$ cat src/hdl/module_disable_pkg.sv
/*
  Package for the peripheral module disable bank.
  Holds the register map, implemented-bit masks, reset values and the
  carrier struct for the per-module off signals.
*/
package module_disable_pkg;

  localparam int unsigned DATA_W = 16;
  localparam int unsigned ADDR_W = 12;

  // Byte addresses of the disable registers
  localparam logic [11:0] OFS_DISABLE_1 = 12'h0760;
  localparam logic [11:0] OFS_DISABLE_2 = 12'h0762;
  localparam logic [11:0] OFS_DISABLE_3 = 12'h0764;
  localparam logic [11:0] OFS_DISABLE_4 = 12'h0766;
  localparam logic [11:0] OFS_DISABLE_6 = 12'h076A;
  localparam logic [11:0] OFS_DISABLE_7 = 12'h076C;

  // Value after every reset
  localparam logic [15:0] RESET_VALUE = 16'h0000;

  // Implemented bits; the motor-control-only ones are masked separately
  localparam logic [15:0] MASK_DISABLE_1 = 16'hF8FB;
  localparam logic [15:0] MASK_DISABLE_1_MOTOR = 16'h0600;
  localparam logic [15:0] MASK_DISABLE_2 = 16'h0F0F;
  localparam logic [15:0] MASK_DISABLE_3 = 16'h0482;
  localparam logic [15:0] MASK_DISABLE_4 = 16'h000C;
  localparam logic [15:0] MASK_DISABLE_6 = 16'h0700;
  localparam logic [15:0] MASK_DISABLE_7 = 16'h0018;

  // Field positions
  localparam int unsigned POS_TIMER1 = 11;
  localparam int unsigned POS_ENCODER = 10;
  localparam int unsigned POS_PWM_BLOCK = 9;
  localparam int unsigned POS_FIRST_I2C = 7;
  localparam int unsigned POS_UART2 = 6;
  localparam int unsigned POS_UART1 = 5;
  localparam int unsigned POS_SPI2 = 4;
  localparam int unsigned POS_SPI1 = 3;
  localparam int unsigned POS_CAN = 1;
  localparam int unsigned POS_CONVERTER = 0;
  localparam int unsigned POS_CAPTURE1 = 8;
  localparam int unsigned POS_COMPARE1 = 0;
  localparam int unsigned POS_COMPARATOR = 10;
  localparam int unsigned POS_CRC = 7;
  localparam int unsigned POS_SECOND_I2C = 1;
  localparam int unsigned POS_REFCLK_OUT = 3;
  localparam int unsigned POS_CHARGE_MEAS = 2;
  localparam int unsigned POS_PWM_GEN1 = 8;
  localparam int unsigned POS_DMA = 4;
  localparam int unsigned POS_TRIGGER_GEN = 3;

  // Bus answer latency, in cycles, from accepted request to waitrequest low
  localparam int unsigned BUS_WAIT_CYCLES = 1;

  typedef struct packed {
    logic [4:0] timer_off;    // [4]=timer5 .. [0]=timer1
    logic encoder_off;
    logic pwm_block_off;
    logic first_i2c_off;
    logic uart2_off;
    logic uart1_off;
    logic spi_port2_off;
    logic spi_port1_off;
    logic can_off;
    logic converter_off;
    logic [3:0] capture_off;  // [3]=capture4 .. [0]=capture1
    logic [3:0] compare_off;  // [3]=compare4 .. [0]=compare1
    logic comparator_off;
    logic crc_off;
    logic second_i2c_off;
    logic refclk_out_off;
    logic charge_meas_off;
    logic [2:0] pwm_gen_off;  // [2]=gen3 .. [0]=gen1
    logic dma_channels_off;
    logic trigger_gen_off;
  } module_off_s;

endpackage

$ cat src/hdl/disable_reg.sv
/*
  One disable register: masked read-write storage.
  Assumes a one-cycle write strobe from the bus slave.
*/
`timescale 1ns/1ps
`default_nettype none
module disable_reg #(
  parameter logic [15:0] MASK = 16'h0000
) (
  // Clock and reset
  input wire logic i_clk,
  input wire logic i_rst,
  // Write port
  input wire logic i_we,
  input wire logic [15:0] i_wdata,
  // Stored value
  output logic [15:0] o_value
);

  always_ff @(posedge i_clk or posedge i_rst) begin
    if (i_rst) begin
      o_value <= module_disable_pkg::RESET_VALUE;
    end else if (i_we) begin
      o_value <= i_wdata & MASK;
    end
  end

  a_mask_holds: assert property (@(posedge i_clk) disable iff (i_rst)
    (o_value & ~MASK) == 16'h0000)
    else $error("unimplemented disable bit set");

endmodule // disable_reg
`default_nettype wire

$ cat src/hdl/off_gate.sv
/*
  Clock gates for WIDTH disabled peripherals, one per bit.
  Assumes a glitch-free latch-based gate; here modelled as enable flop.
*/
`timescale 1ns/1ps
`default_nettype none
module off_gate #(
  parameter int unsigned WIDTH = 1
) (
  // Clock and reset
  input wire logic i_clk,
  input wire logic i_rst,
  // Disable bits
  input wire logic [WIDTH-1:0] i_off,
  // Registered clock-enable, low while disabled
  output logic [WIDTH-1:0] o_clk_en
);

  always_ff @(posedge i_clk or posedge i_rst) begin
    if (i_rst) begin
      o_clk_en <= '1;
    end else begin
      o_clk_en <= ~i_off;
    end
  end

endmodule // off_gate
`default_nettype wire

$ cat src/hdl/module_disable_bank.sv
/*
  Peripheral module disable register bank with Avalon-MM slave.
  Assumes a synchronous master on i_clk that holds its request until
  waitrequest is seen low. Each set bit switches one peripheral off.
*/
// The implementer's own choice: the Avalon-MM slave port.
// Contract
// - Bit 10 of register 3 turns the comparator off when set.
// - Bit 7 of register 3 turns the CRC generator off when set.
// - Bit 1 of register 3 turns the second I2C controller off when set.
// - Unused bits of register 3 read zero and ignore writes.
// - Every register resets to 0000 so all modules start enabled.
// - Register 1 holds timer, encoder, PWM, I2C1, UART, SPI, CAN and converter bits.
// - Register 2 holds capture 4..1 in bits 11..8 and compare 4..1 in bits 3..0.
// - Register 4 implements only bits 3 and 2.
// - On motor variants register 6 holds PWM generator 3..1 off in bits 10..8.
// - Register 7 bit 4 turns all DMA channels off and bit 3 the trigger generator.
// - Without motor control, encoder, PWM and register 6 bits read zero.
// - Register 4 bit 3 turns the reference clock output off.
// - Register 4 bit 2 turns the charge time measurement off.
`timescale 1ns/1ps
`default_nettype none
module module_disable_bank #(
  parameter bit MOTOR_CONTROL = 1'b1,
  parameter int unsigned ADDR_W = module_disable_pkg::ADDR_W
) (
  // Clock and reset
  input wire logic i_clk,
  input wire logic i_rst,
  // Avalon-MM slave
  input wire logic [ADDR_W-1:0] i_address,
  input wire logic i_read,
  input wire logic i_write,
  input wire logic [15:0] i_writedata,
  input wire logic [1:0] i_byteenable,
  output logic [15:0] o_readdata,
  output logic o_waitrequest,
  output logic [1:0] o_response,
  // Per-module off signals and clock enables
  output module_disable_pkg::module_off_s o_off,
  output logic [31:0] o_clk_en
);

  // Offsets need twelve address bits; any wider bus keeps the top bits zero
  if (ADDR_W < 12) begin : g_addr_check
    $error("ADDR_W must cover the register offsets");
  end

  typedef enum logic [1:0] {
    ST_IDLE = 2'b01,
    ST_DONE = 2'b10
  } bus_state_e;

  localparam logic [15:0] MASK_1 = module_disable_pkg::MASK_DISABLE_1 |
    (MOTOR_CONTROL ? module_disable_pkg::MASK_DISABLE_1_MOTOR : 16'h0000);
  localparam logic [15:0] MASK_6 = MOTOR_CONTROL ? module_disable_pkg::MASK_DISABLE_6 : 16'h0000;

  bus_state_e state;
  bus_state_e next_state;
  logic [15:0] reg1, reg2, reg3, reg4, reg6, reg7;
  logic [15:0] lane_mask;
  logic [15:0] rd_mux;
  logic hit;
  logic [5:0] sel;
  logic [11:0] ofs;
  logic wr_go;
  module_disable_pkg::module_off_s next_off;
  logic [31:0] off_flat;

  assign ofs = i_address[11:0];
  assign lane_mask = {{8{i_byteenable[1]}}, {8{i_byteenable[0]}}};

  // Address decode
  always_comb begin
    sel = 6'h00;
    unique case (ofs)
      module_disable_pkg::OFS_DISABLE_1: sel = 6'h01;
      module_disable_pkg::OFS_DISABLE_2: sel = 6'h02;
      module_disable_pkg::OFS_DISABLE_3: sel = 6'h04;
      module_disable_pkg::OFS_DISABLE_4: sel = 6'h08;
      module_disable_pkg::OFS_DISABLE_6: sel = 6'h10;
      module_disable_pkg::OFS_DISABLE_7: sel = 6'h20;
      default: sel = 6'h00;
    endcase
  end
  // Shift instead of a part-select, which would be empty at ADDR_W of 12
  assign hit = (sel != 6'h00) && ((i_address >> 12) == '0);

  // One wait state; write commits on the edge waitrequest rises again
  always_comb begin
    next_state = state;
    unique case (state)
      ST_IDLE: begin
        if (i_read || i_write) begin
          next_state = ST_DONE;
        end
      end
      ST_DONE: next_state = ST_IDLE;
    endcase
  end

  always_ff @(posedge i_clk or posedge i_rst) begin
    if (i_rst) begin
      state <= ST_IDLE;
    end else begin
      state <= next_state;
    end
  end

  // Taken from the next state so the bus sees a flop, not decode
  always_ff @(posedge i_clk or posedge i_rst) begin
    if (i_rst) begin
      o_waitrequest <= 1'b1;
    end else begin
      o_waitrequest <= (next_state != ST_DONE);
    end
  end
  assign wr_go = (state == ST_DONE) && i_write && hit;

  // Byte-enable merge so a partial write keeps the other lane
  function automatic logic [15:0] merge(input logic [15:0] old, input logic [15:0] nw,
                                        input logic [15:0] m);
    merge = (old & ~m) | (nw & m);
  endfunction

  disable_reg #(.MASK(MASK_1)) u_reg1 (.i_clk(i_clk), .i_rst(i_rst),
    .i_we(wr_go && sel[0]), .i_wdata(merge(reg1, i_writedata, lane_mask)), .o_value(reg1));
  disable_reg #(.MASK(module_disable_pkg::MASK_DISABLE_2)) u_reg2 (.i_clk(i_clk), .i_rst(i_rst),
    .i_we(wr_go && sel[1]), .i_wdata(merge(reg2, i_writedata, lane_mask)), .o_value(reg2));
  disable_reg #(.MASK(module_disable_pkg::MASK_DISABLE_3)) u_reg3 (.i_clk(i_clk), .i_rst(i_rst),
    .i_we(wr_go && sel[2]), .i_wdata(merge(reg3, i_writedata, lane_mask)), .o_value(reg3));
  // register 4 bits 3 and 2
  disable_reg #(.MASK(module_disable_pkg::MASK_DISABLE_4)) u_reg4 (.i_clk(i_clk), .i_rst(i_rst),
    .i_we(wr_go && sel[3]), .i_wdata(merge(reg4, i_writedata, lane_mask)), .o_value(reg4));
  // register 6 empty without motor control
  disable_reg #(.MASK(MASK_6)) u_reg6 (.i_clk(i_clk), .i_rst(i_rst),
    .i_we(wr_go && sel[4]), .i_wdata(merge(reg6, i_writedata, lane_mask)), .o_value(reg6));
  // register 7 DMA and trigger bits
  disable_reg #(.MASK(module_disable_pkg::MASK_DISABLE_7)) u_reg7 (.i_clk(i_clk), .i_rst(i_rst),
    .i_we(wr_go && sel[5]), .i_wdata(merge(reg7, i_writedata, lane_mask)), .o_value(reg7));

  always_comb begin
    unique case (1'b1)
      sel[0]: rd_mux = reg1;
      sel[1]: rd_mux = reg2;
      sel[2]: rd_mux = reg3;
      sel[3]: rd_mux = reg4;
      sel[4]: rd_mux = reg6;
      sel[5]: rd_mux = reg7;
      default: rd_mux = 16'h0000;
    endcase
  end

  // Read data and response captured with the request
  always_ff @(posedge i_clk or posedge i_rst) begin
    if (i_rst) begin
      o_readdata <= 16'h0000;
      o_response <= 2'b00;
    end else if (state == ST_IDLE && (i_read || i_write)) begin
      o_readdata <= (i_read && hit) ? rd_mux : 16'h0000;
      // Unmapped address answers DECODEERROR
      o_response <= hit ? 2'b00 : 2'b11;
    end
  end

  // Field extraction into off signals
  always_comb begin
    next_off = '0;
    next_off.timer_off = reg1[15:module_disable_pkg::POS_TIMER1];
    next_off.encoder_off = reg1[module_disable_pkg::POS_ENCODER];
    next_off.pwm_block_off = reg1[module_disable_pkg::POS_PWM_BLOCK];
    next_off.first_i2c_off = reg1[module_disable_pkg::POS_FIRST_I2C];
    next_off.uart2_off = reg1[module_disable_pkg::POS_UART2];
    next_off.uart1_off = reg1[module_disable_pkg::POS_UART1];
    next_off.spi_port2_off = reg1[module_disable_pkg::POS_SPI2];
    next_off.spi_port1_off = reg1[module_disable_pkg::POS_SPI1];
    next_off.can_off = reg1[module_disable_pkg::POS_CAN];
    next_off.converter_off = reg1[module_disable_pkg::POS_CONVERTER];
    next_off.capture_off = reg2[11:module_disable_pkg::POS_CAPTURE1];
    next_off.compare_off = reg2[3:module_disable_pkg::POS_COMPARE1];
    next_off.comparator_off = reg3[module_disable_pkg::POS_COMPARATOR];
    next_off.crc_off = reg3[module_disable_pkg::POS_CRC];
    next_off.second_i2c_off = reg3[module_disable_pkg::POS_SECOND_I2C];
    next_off.refclk_out_off = reg4[module_disable_pkg::POS_REFCLK_OUT];
    next_off.charge_meas_off = reg4[module_disable_pkg::POS_CHARGE_MEAS];
    next_off.pwm_gen_off = reg6[10:module_disable_pkg::POS_PWM_GEN1];
    next_off.dma_channels_off = reg7[module_disable_pkg::POS_DMA];
    next_off.trigger_gen_off = reg7[module_disable_pkg::POS_TRIGGER_GEN];
  end

  always_ff @(posedge i_clk or posedge i_rst) begin
    if (i_rst) begin
      o_off <= '0;
    end else begin
      o_off <= next_off;
    end
  end

  assign off_flat = next_off;

  off_gate #(.WIDTH(32)) u_gate (.i_clk(i_clk), .i_rst(i_rst), .i_off(off_flat), .o_clk_en(o_clk_en));

  a_comp_follows: assert property (@(posedge i_clk) disable iff (i_rst)
    wr_go && sel[2] && i_byteenable[1] |=> ##1 o_off.comparator_off == $past(i_writedata[10], 2))
    else $error("comparator off does not follow write");
  a_crc_follows: assert property (@(posedge i_clk) disable iff (i_rst)
    wr_go && sel[2] && i_byteenable[0] |=> ##1 o_off.crc_off == $past(i_writedata[7], 2))
    else $error("crc off does not follow write");
  a_i2c2_follows: assert property (@(posedge i_clk) disable iff (i_rst)
    ##1 o_off.second_i2c_off == $past(reg3[1]))
    else $error("second i2c off mismatch");
  a_reg3_unused: assert property (@(posedge i_clk) disable iff (i_rst)
    (reg3 & 16'hFB7D) == 16'h0000)
    else $error("register 3 unused bit set");
  a_reset_zero: assert property (@(posedge i_clk)
    $fell(i_rst) |-> (reg1 | reg2 | reg3 | reg4 | reg6 | reg7) == 16'h0000)
    else $error("register not zero after reset");
  a_reg2_fields: assert property (@(posedge i_clk) disable iff (i_rst)
    ##1 o_off.capture_off == $past(reg2[11:8]) && o_off.compare_off == $past(reg2[3:0]))
    else $error("capture or compare mismatch");
  a_reg4_only: assert property (@(posedge i_clk) disable iff (i_rst)
    (reg4 & 16'hFFF3) == 16'h0000)
    else $error("register 4 unused bit set");
  a_dma_shared: assert property (@(posedge i_clk) disable iff (i_rst)
    ##1 o_off.dma_channels_off == $past(reg7[4]) && o_off.trigger_gen_off == $past(reg7[3]))
    else $error("dma or trigger mismatch");
  a_gate_off: assert property (@(posedge i_clk) disable iff (i_rst)
    (o_clk_en ^ o_off) == 32'hFFFF_FFFF)
    else $error("clock enable not inverse of off bit");
  a_refclk_follows: assert property (@(posedge i_clk) disable iff (i_rst)
    wr_go && sel[3] && i_byteenable[0] |=> ##1 o_off.refclk_out_off == $past(i_writedata[3], 2))
    else $error("refclk out off does not follow write");
  a_charge_follows: assert property (@(posedge i_clk) disable iff (i_rst)
    wr_go && sel[3] && i_byteenable[0] |=> ##1 o_off.charge_meas_off == $past(i_writedata[2], 2))
    else $error("charge measurement off does not follow write");

  // Fixed bit numbers here, so a wrong field position shows up
  a_timer_follows: assert property (@(posedge i_clk) disable iff (i_rst)
    ##1 o_off.timer_off == $past(reg1[15:11]))
    else $error("timer off mismatch");
  a_motor_follows: assert property (@(posedge i_clk) disable iff (i_rst)
    ##1 o_off.encoder_off == $past(reg1[10]) && o_off.pwm_block_off == $past(reg1[9]))
    else $error("encoder or pwm block off mismatch");
  a_serial_follows: assert property (@(posedge i_clk) disable iff (i_rst)
    ##1 {o_off.first_i2c_off, o_off.uart2_off, o_off.uart1_off} == $past(reg1[7:5])
      && {o_off.spi_port2_off, o_off.spi_port1_off} == $past(reg1[4:3]))
    else $error("serial port off mismatch");
  a_conv_follows: assert property (@(posedge i_clk) disable iff (i_rst)
    ##1 o_off.can_off == $past(reg1[1]) && o_off.converter_off == $past(reg1[0]))
    else $error("can or converter off mismatch");
  a_pwm_gen_follows: assert property (@(posedge i_clk) disable iff (i_rst)
    ##1 o_off.pwm_gen_off == $past(reg6[10:8]))
    else $error("pwm generator off mismatch");

  // Full-word writes keep only the implemented bits of registers 1, 2, 4, 6 and 7
  a_reg1_write: assert property (@(posedge i_clk) disable iff (i_rst)
    wr_go && sel[0] && i_byteenable == 2'b11 |=>
      reg1 == ($past(i_writedata) & (MOTOR_CONTROL ? 16'hFEFB : 16'hF8FB)))
    else $error("register 1 write mismatch");
  a_reg2_write: assert property (@(posedge i_clk) disable iff (i_rst)
    wr_go && sel[1] && i_byteenable == 2'b11 |=>
      reg2 == ($past(i_writedata) & 16'h0F0F))
    else $error("register 2 write mismatch");
  a_reg4_write: assert property (@(posedge i_clk) disable iff (i_rst)
    wr_go && sel[3] && i_byteenable == 2'b11 |=>
      reg4 == ($past(i_writedata) & 16'h000C))
    else $error("register 4 write mismatch");
  a_reg6_write: assert property (@(posedge i_clk) disable iff (i_rst)
    wr_go && sel[4] && i_byteenable == 2'b11 |=>
      reg6 == ($past(i_writedata) & (MOTOR_CONTROL ? 16'h0700 : 16'h0000)))
    else $error("register 6 write mismatch");
  a_reg7_write: assert property (@(posedge i_clk) disable iff (i_rst)
    wr_go && sel[5] && i_byteenable == 2'b11 |=>
      reg7 == ($past(i_writedata) & 16'h0018))
    else $error("register 7 write mismatch");
  a_basic_empty: assert property (@(posedge i_clk) disable iff (i_rst)
    !MOTOR_CONTROL |-> reg6 == 16'h0000 && reg1[10:9] == 2'b00)
    else $error("motor-only bit set in basic variant");
  // Partial writes must leave the other lane alone
  a_lane_low_keep: assert property (@(posedge i_clk) disable iff (i_rst)
    wr_go && sel[0] && i_byteenable == 2'b01 |=> reg1[15:8] == $past(reg1[15:8]))
    else $error("upper lane changed by lower lane write");
  a_lane_high_keep: assert property (@(posedge i_clk) disable iff (i_rst)
    wr_go && sel[0] && i_byteenable == 2'b10 |=> reg1[7:0] == $past(reg1[7:0]))
    else $error("lower lane changed by upper lane write");
  a_reg3_read: assert property (@(posedge i_clk) disable iff (i_rst)
    state == ST_IDLE && i_read && sel[2] |=> (o_readdata & 16'hFB7D) == 16'h0000)
    else $error("register 3 unused bit read as one");

  // Handshake: one wait state, answer held until the next request
  a_wait_one: assert property (@(posedge i_clk) disable iff (i_rst)
    (i_read || i_write) && o_waitrequest |=> !o_waitrequest)
    else $error("waitrequest held too long");
  a_wait_release: assert property (@(posedge i_clk) disable iff (i_rst)
    !o_waitrequest |=> o_waitrequest)
    else $error("waitrequest low for more than one cycle");
  a_wait_idle: assert property (@(posedge i_clk) disable iff (i_rst)
    state == ST_IDLE && !i_read && !i_write |=> o_waitrequest)
    else $error("waitrequest low without a request");
  a_state_onehot: assert property (@(posedge i_clk) disable iff (i_rst)
    $onehot(state))
    else $error("bus state not one-hot");
  a_read_ok: assert property (@(posedge i_clk) disable iff (i_rst)
    state == ST_IDLE && (i_read || i_write) && hit |=>
      o_response == 2'b00)
    else $error("mapped access not answered okay");
  a_resp_unmapped: assert property (@(posedge i_clk) disable iff (i_rst)
    state == ST_IDLE && (i_read || i_write) && !hit |=>
      o_response == 2'b11 && o_readdata == 16'h0000)
    else $error("unmapped access not refused");
  a_unmapped_ignored: assert property (@(posedge i_clk) disable iff (i_rst)
    state == ST_DONE && i_write && !hit |=> $stable(reg1) && $stable(reg2)
      && $stable(reg3) && $stable(reg4) && $stable(reg6) && $stable(reg7))
    else $error("unmapped write changed a register");
  a_resp_holds: assert property (@(posedge i_clk) disable iff (i_rst)
    state == ST_IDLE && !i_read && !i_write |=>
      $stable(o_readdata) && $stable(o_response))
    else $error("read data or response changed without a request");

  // Outputs must be at their idle values right after reset
  a_reset_outputs: assert property (@(posedge i_clk)
    $fell(i_rst) |-> o_off == '0 && o_clk_en == 32'hFFFF_FFFF && o_waitrequest)
    else $error("outputs not idle after reset");

  c_write_hit: cover property (@(posedge i_clk) wr_go);
  c_read_hit: cover property (@(posedge i_clk) state == ST_DONE && i_read && hit);
  c_unmapped: cover property (@(posedge i_clk) state == ST_DONE && !hit);
  c_partial_write: cover property (@(posedge i_clk) wr_go && i_byteenable != 2'b11);
  c_reset_release: cover property (@(posedge i_clk) $fell(i_rst));

endmodule // module_disable_bank
`default_nettype wire

$ cat config.mk
export PLATFORM = sky130hd
export DESIGN_NAME = module_disable_bank
export DESIGN_NICKNAME = d
export VERILOG_FILES = /design/src/hdl/module_disable_pkg.sv /design/src/hdl/disable_reg.sv /design/src/hdl/off_gate.sv /design/src/hdl/module_disable_bank.sv
export SDC_FILE = /design/constraint.sdc
export NUM_CORES = 1
export LEC_CHECK = 0
export BUFFER_PORTS_ARGS = -buffer_cell sky130_fd_sc_hd__buf_2
export CAP_MARGIN = 20
export CORE_MARGIN = 2
export CORE_UTILIZATION = 38
export DETAILED_ROUTE_END_ITERATION = 7
export PLACE_DENSITY = 0.65
export SLEW_MARGIN = 20
export SYNTH_ARGS = -nofsm -noshare
export SYNTH_HDL_FRONTEND = slang
export SYNTH_SLANG_ARGS = --single-unit
$ cat constraint.sdc
create_clock -name i_clk -period 3.1 [get_ports i_clk]
set_input_delay 0.31 -clock i_clk [delete_from_list [all_inputs] [get_ports i_clk]]
set_output_delay 0.31 -clock i_clk [all_outputs]
set_load 0.02 [all_outputs]
==> results.yml, run 1 <==
pwr:
  power_frac_comb_pct: 6.0
  power_density_nw_per_um2: 663.6
  leakagePower_nw: 2.680
  seqPwrFrac_pct: 44.1
  p_sw_mw: 0.8027
  sw_frac_of_total_pct: 22.34
  internal_power_mw: 2.791
  irDropWorstVdd_mv: 0.3261
  clkPwrFrac_pct: 49.9
  fin_total_pwr_mw: 3.593
floorplan:
  core_um2: 10420
  die_height_um: 108.0
  ioPinCount: 117
  num_rows: 37
  die_area_um2: 11660
  floorplan.initialDensity_pct: 39.45
  die_x_um: 108.0
timing:
  setup_viol: 0
  skew_ps: 18.21
  rsz0062_at_grt: "no"
  max_freq_mhz: 547.0
  min_period_ps: 1828
  tightest_slew_ps: 783.1
  slew_violations: 0
  hold_viol_final: 0
  slew_headroom_pct: 47.79
  final.period_utilization_pct: 58.97
  worst_slack_ps: 1272
  fin_tns_setup_ps: 0
clock_network:
  ctsResizeCount: 0
  clock_latency_ps: 520
  clk_pin_slew_ps: 50
  clk_path_buf_depth: 2
  h-tree-depth: 4
  postCtsSetupRepairBufs: 0
  root_buffer: "clkbuf_8"
  cts_tree: "built"
  cts_buffers: 17
  clock_sinks: 116
grt:
  grt.total_usage_pct: 16.89
  met1_usage_pct: 22.38
  grt_overflow: 0
  met3_usage_pct: 7.113
  busiest_layer: "met2"
  grt_pass1_vias: 2791
  grt_max_degree: 47
  use_met2_pct: 25.29
  antenna_found_initial: 0
  grt_pass1_wl_mm: 14.66
yosys:
  synth_nets: 315
  synth-seq-area-share_pct: 71.68
  yosysWarnings: 0
  synth_cells: 281
  ys_top_cells_by_area: "dfrtp_1 (50%), dfstp_2 (22%), mux2_2 (6.3%), inv_1 (3.2%), mux2_4 (2.9%)"
  synth-edff-count: 0
  synth_top_area_share_pct: 49.94
  synthDistinctLibCells: 38
  ys_ff_latch: 116
  synth-async-reset-ratio_pct: 100.0
  synth_top_cell_by_area: "dfrtp_1"
  syn_area_um2: 4109
  syn_avg_cell_area_um2: 14.62
  synthFlopType: "dfrtp_1"
placed_design:
  dp_slack_ps: 1068
  io_buffer_count: 116
  placed_cell_area_um2: 4852
  place_congestion: 0.7854
  dp_hpwl_mm: 6.292
status:
  status: "complete, no violations"
setup_path:
  worstSetupStartpointType: "register"
  path_class: "register to register"
  path_buf_inv: 0
  end_kind: "register"
  critPathSlowestCell: "or4_1"
  worstPathRequired_ps: 3480
  path_cells: "nand4b_1, or4_1, mux2_4"
  cp_num_cells: 3
  worst-endpoint-arrival_ps: 2210
  r2r-start: "state[1]"
  slowest_delay_ps: 690
  r2r_slack_ps: 1270
  cp_top_family: "simple AND/OR/NAND/NOR gates"
  worst-path-max-fanout: 7
  r2r_cells: 3
routing:
  vias: 2614
  wl_per_cell_um: 16.25
  drtAntennaViolNets: 0
  vias_per_cell: 4.676
  first_pass_iters: 4
  totalWireLength_mm: 9.082
  drc: 0
  drt_iter0_drc: 153
hold_path:
  min_path_cells: 2
  min_from: "i_writedata[12]"
  hp-class: "primary input to register"
cells_and_area:
  finish.utilization_pct: 51.99
  nNetsFinal: 444
  drive_above_1_share_pct: 51.77
  diodes: 0
  final_area_um2: 5415
  area_delta_synth_final_pct: 31.79
  fillers: 930
job:
  drv_cap: 0
## cells in the mapped netlist, types with 3 or more instances
master	instances
dfrtp_1	82
inv_1	35
dfstp_2	34
mux2_2	23
nand2_1	17
nor2_1	9
o21ai_0	9
a22o_1	8
mux2_4	8
mux2i_1	5
buf_2	4
clkbuf_1	4
nand3_1	4
nand4b_1	4
a21oi_1	3
or4_1	3
## cells by family after synthesis
kind of cell,Yosys count,synth area share (%)
buf+inv,45,4.324
compound gates,31,5.329
mux,36,10.44
simple gates,53,8.222
flops,116,71.68
## final cells by class
type                            count  area [um2]  area share (%)
Sequential cell                   116        2945           54.39
Clock buffer                       28       505.5           9.335
Multi-Input combinational cell    120       985.9           18.21
Timing Repair Buffer              120       625.6           11.55
Clock inverter                      4       47.55          0.8780
Inverter                           35       135.1           2.495
Tap cell                          136       170.2           3.142
## power groups by stage
stage	Sequential (mW)	Clock [mW]	Combinational, mW
floorplan	1.62	0	0.124
global placement	1.61	0	0.214
detailed placement	1.61	0	0.218
CTS	1.58	1.82	0.221
global route	1.59	1.92	0.241
finish	1.58	1.79	0.217
## metrics by stage
stage,hold slack (ps),instances
detailed placement,329.0,526
CTS,15.70,559
finish,25.14,559
global placement,333.8,526
floorplan,368.7,281
global route,17.09,559
## placed cells by master (no fill, tap or decap), types with 4 or more instances in the layout
master,netlist,final
buf_2,4,116
dfrtp_1,82,82
inv_1,35,34
dfstp_2,34,34
mux2_2,23,23
nand2_1,17,17
clkbuf_16,0,16
nor2_1,9,9
o21ai_0,9,9
a22o_1,8,8
mux2_4,8,8
clkbuf_8,0,6
clkbuf_1,4,6
mux2i_1,5,5
nand4b_1,4,4
nand3_1,4,4
## routing by layer
layer,vias to the layer above,routed length (um)
met1,1293,3910
met5,-,0
li1,1205,-
met3,9,802
met4,0,90
met2,107,4279
## how the worst max path moves through the flow
| stage | from | endpoint |
|---|---|---|
| after floorplan | i_rst | asynchronous set/reset pin |
| after detailed placement | i_address[1] | o_readdata[11] |
| after global placement | i_address[1] | o_readdata[11] |
| after global routing | state[1] | register |
| final | state[1] | register |
| after CTS | state[0] | register |
## repair_timing
item | 4_1_cts | 5_1_grt
hold buffers | 1 | 0
endpoints found under the hold margin | 8 | 0
setup endpoints to repair | 0 | 0
No activity file was read; power rests on OpenSTA's default activity.
==> inputs of run 2 (changes only) <==
clock period = 1.68 ns   (was 3.1 ns; I/O delays follow)
==> run 2 against run 1 <==
Compared with the run above: via count increased by 3.3%; cell count increased by 5.0%; design area increased by 8.0%.
==> results.yml, run 2 (same netlist as run 1, synthesis figures left out) <==
status:
  status: "complete, no violations"
floorplan:
  core_um2: 10420
  die_area_um2: 11660
  ioPinCount: 117
  floorplan.initialDensity_pct: 39.45
  num_rows: 37
  die_height_um: 108.0
  die_x_um: 108.0
cells_and_area:
  nNetsFinal: 472
  final_cell_mix: "buf_2 (116), dfrtp_1 (82), inv_1 (34), dfstp_2 (34), mux2_2 (23)"
  diodes: 0
  mostFrequentLayoutCell: "buf_2"
  fillers: 868
  drive_above_1_share_pct: 53.22
  seq_area_um2: 2945
  area_delta_synth_final_pct: 42.33
  finish.utilization_pct: 56.14
  multi_input_area_um2: 1036
setup_path:
  r2r_cells: 6
  worstPathRequired_ps: 2070
  worst-path-max-fanout: 6
  r2r_slack_ps: 20
  worst-endpoint-arrival_ps: 2040
  end_kind: "register"
  path_class: "register to register"
  worstSetupStartpointType: "register"
clock_network:
  cts_tree: "built"
  clock_sinks: 116
  root_buffer: "clkbuf_8"
  clock_latency_ps: 510
  cts_buffers: 17
  h-tree-depth: 4
  clk_path_buf_depth: 2
  clk_pin_slew_ps: 60
routing:
  vias: 2701
  drt_iter0_drc: 92
  wl_per_cell_um: 15.37
  totalWireLength_mm: 9.024
  drtAntennaViolNets: 0
  drc: 0
  first_pass_iters: 4
  vias_per_cell: 4.601
timing:
  worst_slack_ps: 20.41
  whs_ps: 42.96
  slew_headroom_pct: 65.25
  hold_viol_final: 0
  final.period_utilization_pct: 98.78
  min_period_ps: 1660
  rsz0062_at_grt: "yes"
  tightest_slew_ps: 520.1
  setup_viol: 0
  skew_ps: 7.159
  max_freq_mhz: 602.6
  slew_violations: 0
grt:
  grt_overflow: 0
  grt_max_degree: 54
  grt_pass1_wl_mm: 14.51
  grt.total_usage_pct: 16.73
  antenna_found_initial: 0
  grt_pass1_vias: 2854
pwr:
  irDropWorstVdd_mv: 0.7623
  leakagePower_nw: 2.883
  power_density_nw_per_um2: 1259
  fin_total_pwr_mw: 7.365
placed_design:
  io_buffer_count: 116
  place_congestion: 0.7676
  dp_hpwl_mm: 6.246
  dp_slack_ps: -78.24
hold_path:
  min_path_cells: 4
  hp-class: "primary input to register"
job:
  drv_cap: 0
==> run 2: cell count changes in the layout (fill, tap and decap cells not counted), sizes merged <==
cell	previous run	this run
dlygate4sd3	1	18
buf	119	130
clkbuf	28	21
bufinv	1	6
clkinv	2	5
clkinvlp	2	1
==> run 2: critical path, stage by stage, from the launching register on <==
cell	delay [ps]
dfstp_2	390
nand4b_1	190
buf_4	160
nor4_4	150
buf_6	170
nand4b_1	170
mux2_2	310
==> run 2: final timing paths <==
path	start	endpoint
hold reg to reg	register	o_off[20]
max in group asynchronous	i_rst	u_gate.o_clk_en[18]
min in group asynchronous	i_rst	o_off[2]
hold / removal	i_read	state[0]
setup / recovery	state[0]	register
setup reg to reg	state[0]	register
==> run 2: area by class of cell <==
type / instances / area share, %
Clock buffer: 21 / 7.681
Clock inverter: 11 / 3.509
Inverter: 35 / 2.311
Multi-Input combinational cell: 120 / 17.71
Sequential cell: 116 / 50.36
Tap cell: 136 / 2.910
Timing Repair Buffer: 148 / 15.51
==> run 2: power by group <==
part	total, mW	switching, mW	internal [mW]	leakage [nW]
sequential	2.92	0.0447	2.87	1.49
combinational	0.510	0.299	0.212	1.07
clock	3.94	1.17	2.77	0.325
total	7.37	1.51	5.85	2.88
==> run 2: per-stage QoR <==
step / std cells / area (um2) / setup TNS (ps)
floorplan: 281 / 4113 / 0
global placement: 536 / 4952 / -237.5
detailed placement: 536 / 4952 / -521.7
CTS: 586 / 5803 / -44.91
global route: 587 / 5848 / -169.3
finish: 587 / 5848 / 0
==> run 2: per-layer routing <==
metal,GRT usage [%],part of all wire [%],up-vias
li1,-,-,1270
met1,21.52,43,1328
met2,25.25,48,95
met3,7.595,8.0,8
met4,5.678,1.2,0
met5,0,0,-
==> run 2: timing repair <==
action	in CTS	in global routing
hold buffers	18	0
setup endpoints to repair	12	28
buffers inserted	0	1
pin swaps	0	2
endpoints found under the hold margin	49	0
resized for setup	3	8
==> inputs of run 3 (changes only) <==
BUFFER_PORTS_ARGS = default   (was -buffer_cell sky130_fd_sc_hd__buf_2)
DONT_BUFFER_PORTS = 1   (was default)
PLACE_DENSITY = 0.55   (was 0.65)
==> run 3 against run 2 <==
Compared with the run above: worst hold slack worse by 29 ps; setup slack worse by 2.9 ps; maximum frequency is 0.18% lower; total power is 5.6% lower; utilization is 5.8 points lower; critical path type unchanged; largest cell class unchanged.
==> results.yml, run 3 (same netlist as run 1, synthesis figures left out) <==
clock_network:
  clk_pin_slew_ps: 50
  cts_tree: "built"
  clock_sinks: 116
  root_buffer: "clkbuf_8"
  clock_latency_ps: 520
  clk_path_buf_depth: 2
  cts_buffers: 17
  h-tree-depth: 4
floorplan:
  floorplan.initialDensity_pct: 39.45
  die_height_um: 108.0
  num_rows: 37
  core_um2: 10420
  die_area_um2: 11660
  die_x_um: 108.0
  ioPinCount: 117
timing:
  whs_ps: 14.16
  final.period_utilization_pct: 98.96
  slew_headroom_pct: 58.01
  slew_violations: 0
  hold_viol_final: 0
  max_freq_mhz: 601.5
  tightest_slew_ps: 629.8
  rsz0062_at_grt: "yes"
  fin_tns_setup_ps: 0
  skew_ps: 7.886
  worst_slack_ps: 17.48
  min_period_ps: 1663
  setup_viol: 0
cells_and_area:
  final_cell_mix: "dfrtp_1 (82), inv_1 (34), dfstp_2 (34)"
  nNetsFinal: 363
  seq_area_um2: 2945
  final_area_um2: 5239
  fillers: 935
  mostFrequentLayoutCell: "dfrtp_1"
  multi_input_area_um2: 1016
  area_delta_synth_final_pct: 27.50
  drive_above_1_share_pct: 35.38
  diodes: 0
job:
  drv_cap: 0
setup_path:
  path_buf_inv: 0
  worst-endpoint-arrival_ps: 2060
  worst-path-max-fanout: 6
  worstPathRequired_ps: 2080
  slowest_delay_ps: 640
  cp_top_family: "simple AND/OR/NAND/NOR gates"
  end_kind: "register"
  path_cells: "nand4b_1, or4_1, mux2_4"
  critPathSlowestCell: "or4_1"
  path_class: "register to register"
  worstSetupStartpointType: "register"
placed_design:
  place_congestion: 0.7477
  io_buffer_count: 0
  dp_hpwl_mm: 5.657
  placed_cell_area_um2: 4347
  dp_slack_ps: 5.555
pwr:
  seqPwrFrac_pct: 42.8
  clkPwrFrac_pct: 52.1
  power_frac_comb_pct: 5.2
  fin_total_pwr_mw: 6.950
  leakagePower_nw: 2.402
  p_sw_mw: 1.498
  power_density_nw_per_um2: 1327
  internal_power_mw: 5.452
  sw_frac_of_total_pct: 21.55
  irDropWorstVdd_mv: 0.5720
grt:
  grt_pass1_vias: 2583
  grt.total_usage_pct: 16.72
  grt_overflow: 0
  antenna_found_initial: 0
  grt_max_degree: 117
  grt_pass1_wl_mm: 14.22
routing:
  vias: 2351
  drc: 0
  wl_per_cell_um: 18.39
  first_pass_iters: 6
  drtAntennaViolNets: 0
  vias_per_cell: 4.918
  drt_iter0_drc: 144
  totalWireLength_mm: 8.792
status:
  status: "complete, no violations"
hold_path:
  hp-class: "primary input to register"
run 3: cell types whose count changed in the layout (fill, tap and decap cells not counted), sizes merged:
cell	before	now
clkinv	5	6
buf	130	15
dlygate4sd3	18	23
clkinvlp	1	2
bufinv	6	4
dlymetal6s4s	0	1
run 3: final cells by class:
| cell class | count | share of cell area (%) |
|---|---|---|
| sequential | 116 | 56.22 |
| multi-input combinational | 120 | 19.39 |
| clock buffer | 21 | 8.383 |
| timing repair buffer | 39 | 7.165 |
| tap | 136 | 3.248 |
| clock inverter | 11 | 3.009 |
| inverter | 35 | 2.579 |
run 3: repair_timing:
item / CTS / global route
hold buffers: 24 / 0
endpoints found under the hold margin: 127 / 0
endpoints found under the setup margin: 3 / 43
gates resized for setup: 2 / 7
buffers inserted: 0 / 2
run 3: worst reg2reg max path: stages (launching register included):
cell and delay (ps):
dfstp_2 380, nand4b_1 180, or4_1 640, mux2_4 340
run 3: per-layer routing:
layer	track usage [%]	part of all wire, %
met5	0	0
met3	7.957	9.9
met4	8.516	1.9
met1	21.29	44
met2	23.76	44
run 3: path summary, 6_finish.rpt:
check,start,to,slack (ps),depth (start not counted)
setup / recovery,state[0],register,20,3
hold / removal,i_address[3],o_readdata[3],10,4
setup reg to reg,state[0],register,20,3
hold reg to reg,register,o_off[20],410,0
max in group asynchronous,i_rst,o_readdata[6],900,3
min in group asynchronous,i_rst,o_off[10],280,3
run 3: stage by stage:
stage	std cells	util, %
floorplan	281	-
global placement	420	41.73
detailed placement	420	41.73
CTS	476	49.83
global route	478	50.29
finish	478	50.29
run 3: power groups by stage:
stage          registers (mW)  clock network [mW]  logic [mW]
2_1_floorplan            2.99                   0       0.229
3_3_place_gp             3.02                   0       0.292
3_5_place_dp             3.02                   0       0.297
4_1_cts                  2.97                3.70       0.363
5_1_grt                  2.98                3.84       0.397
6_report                 2.97                3.62       0.359
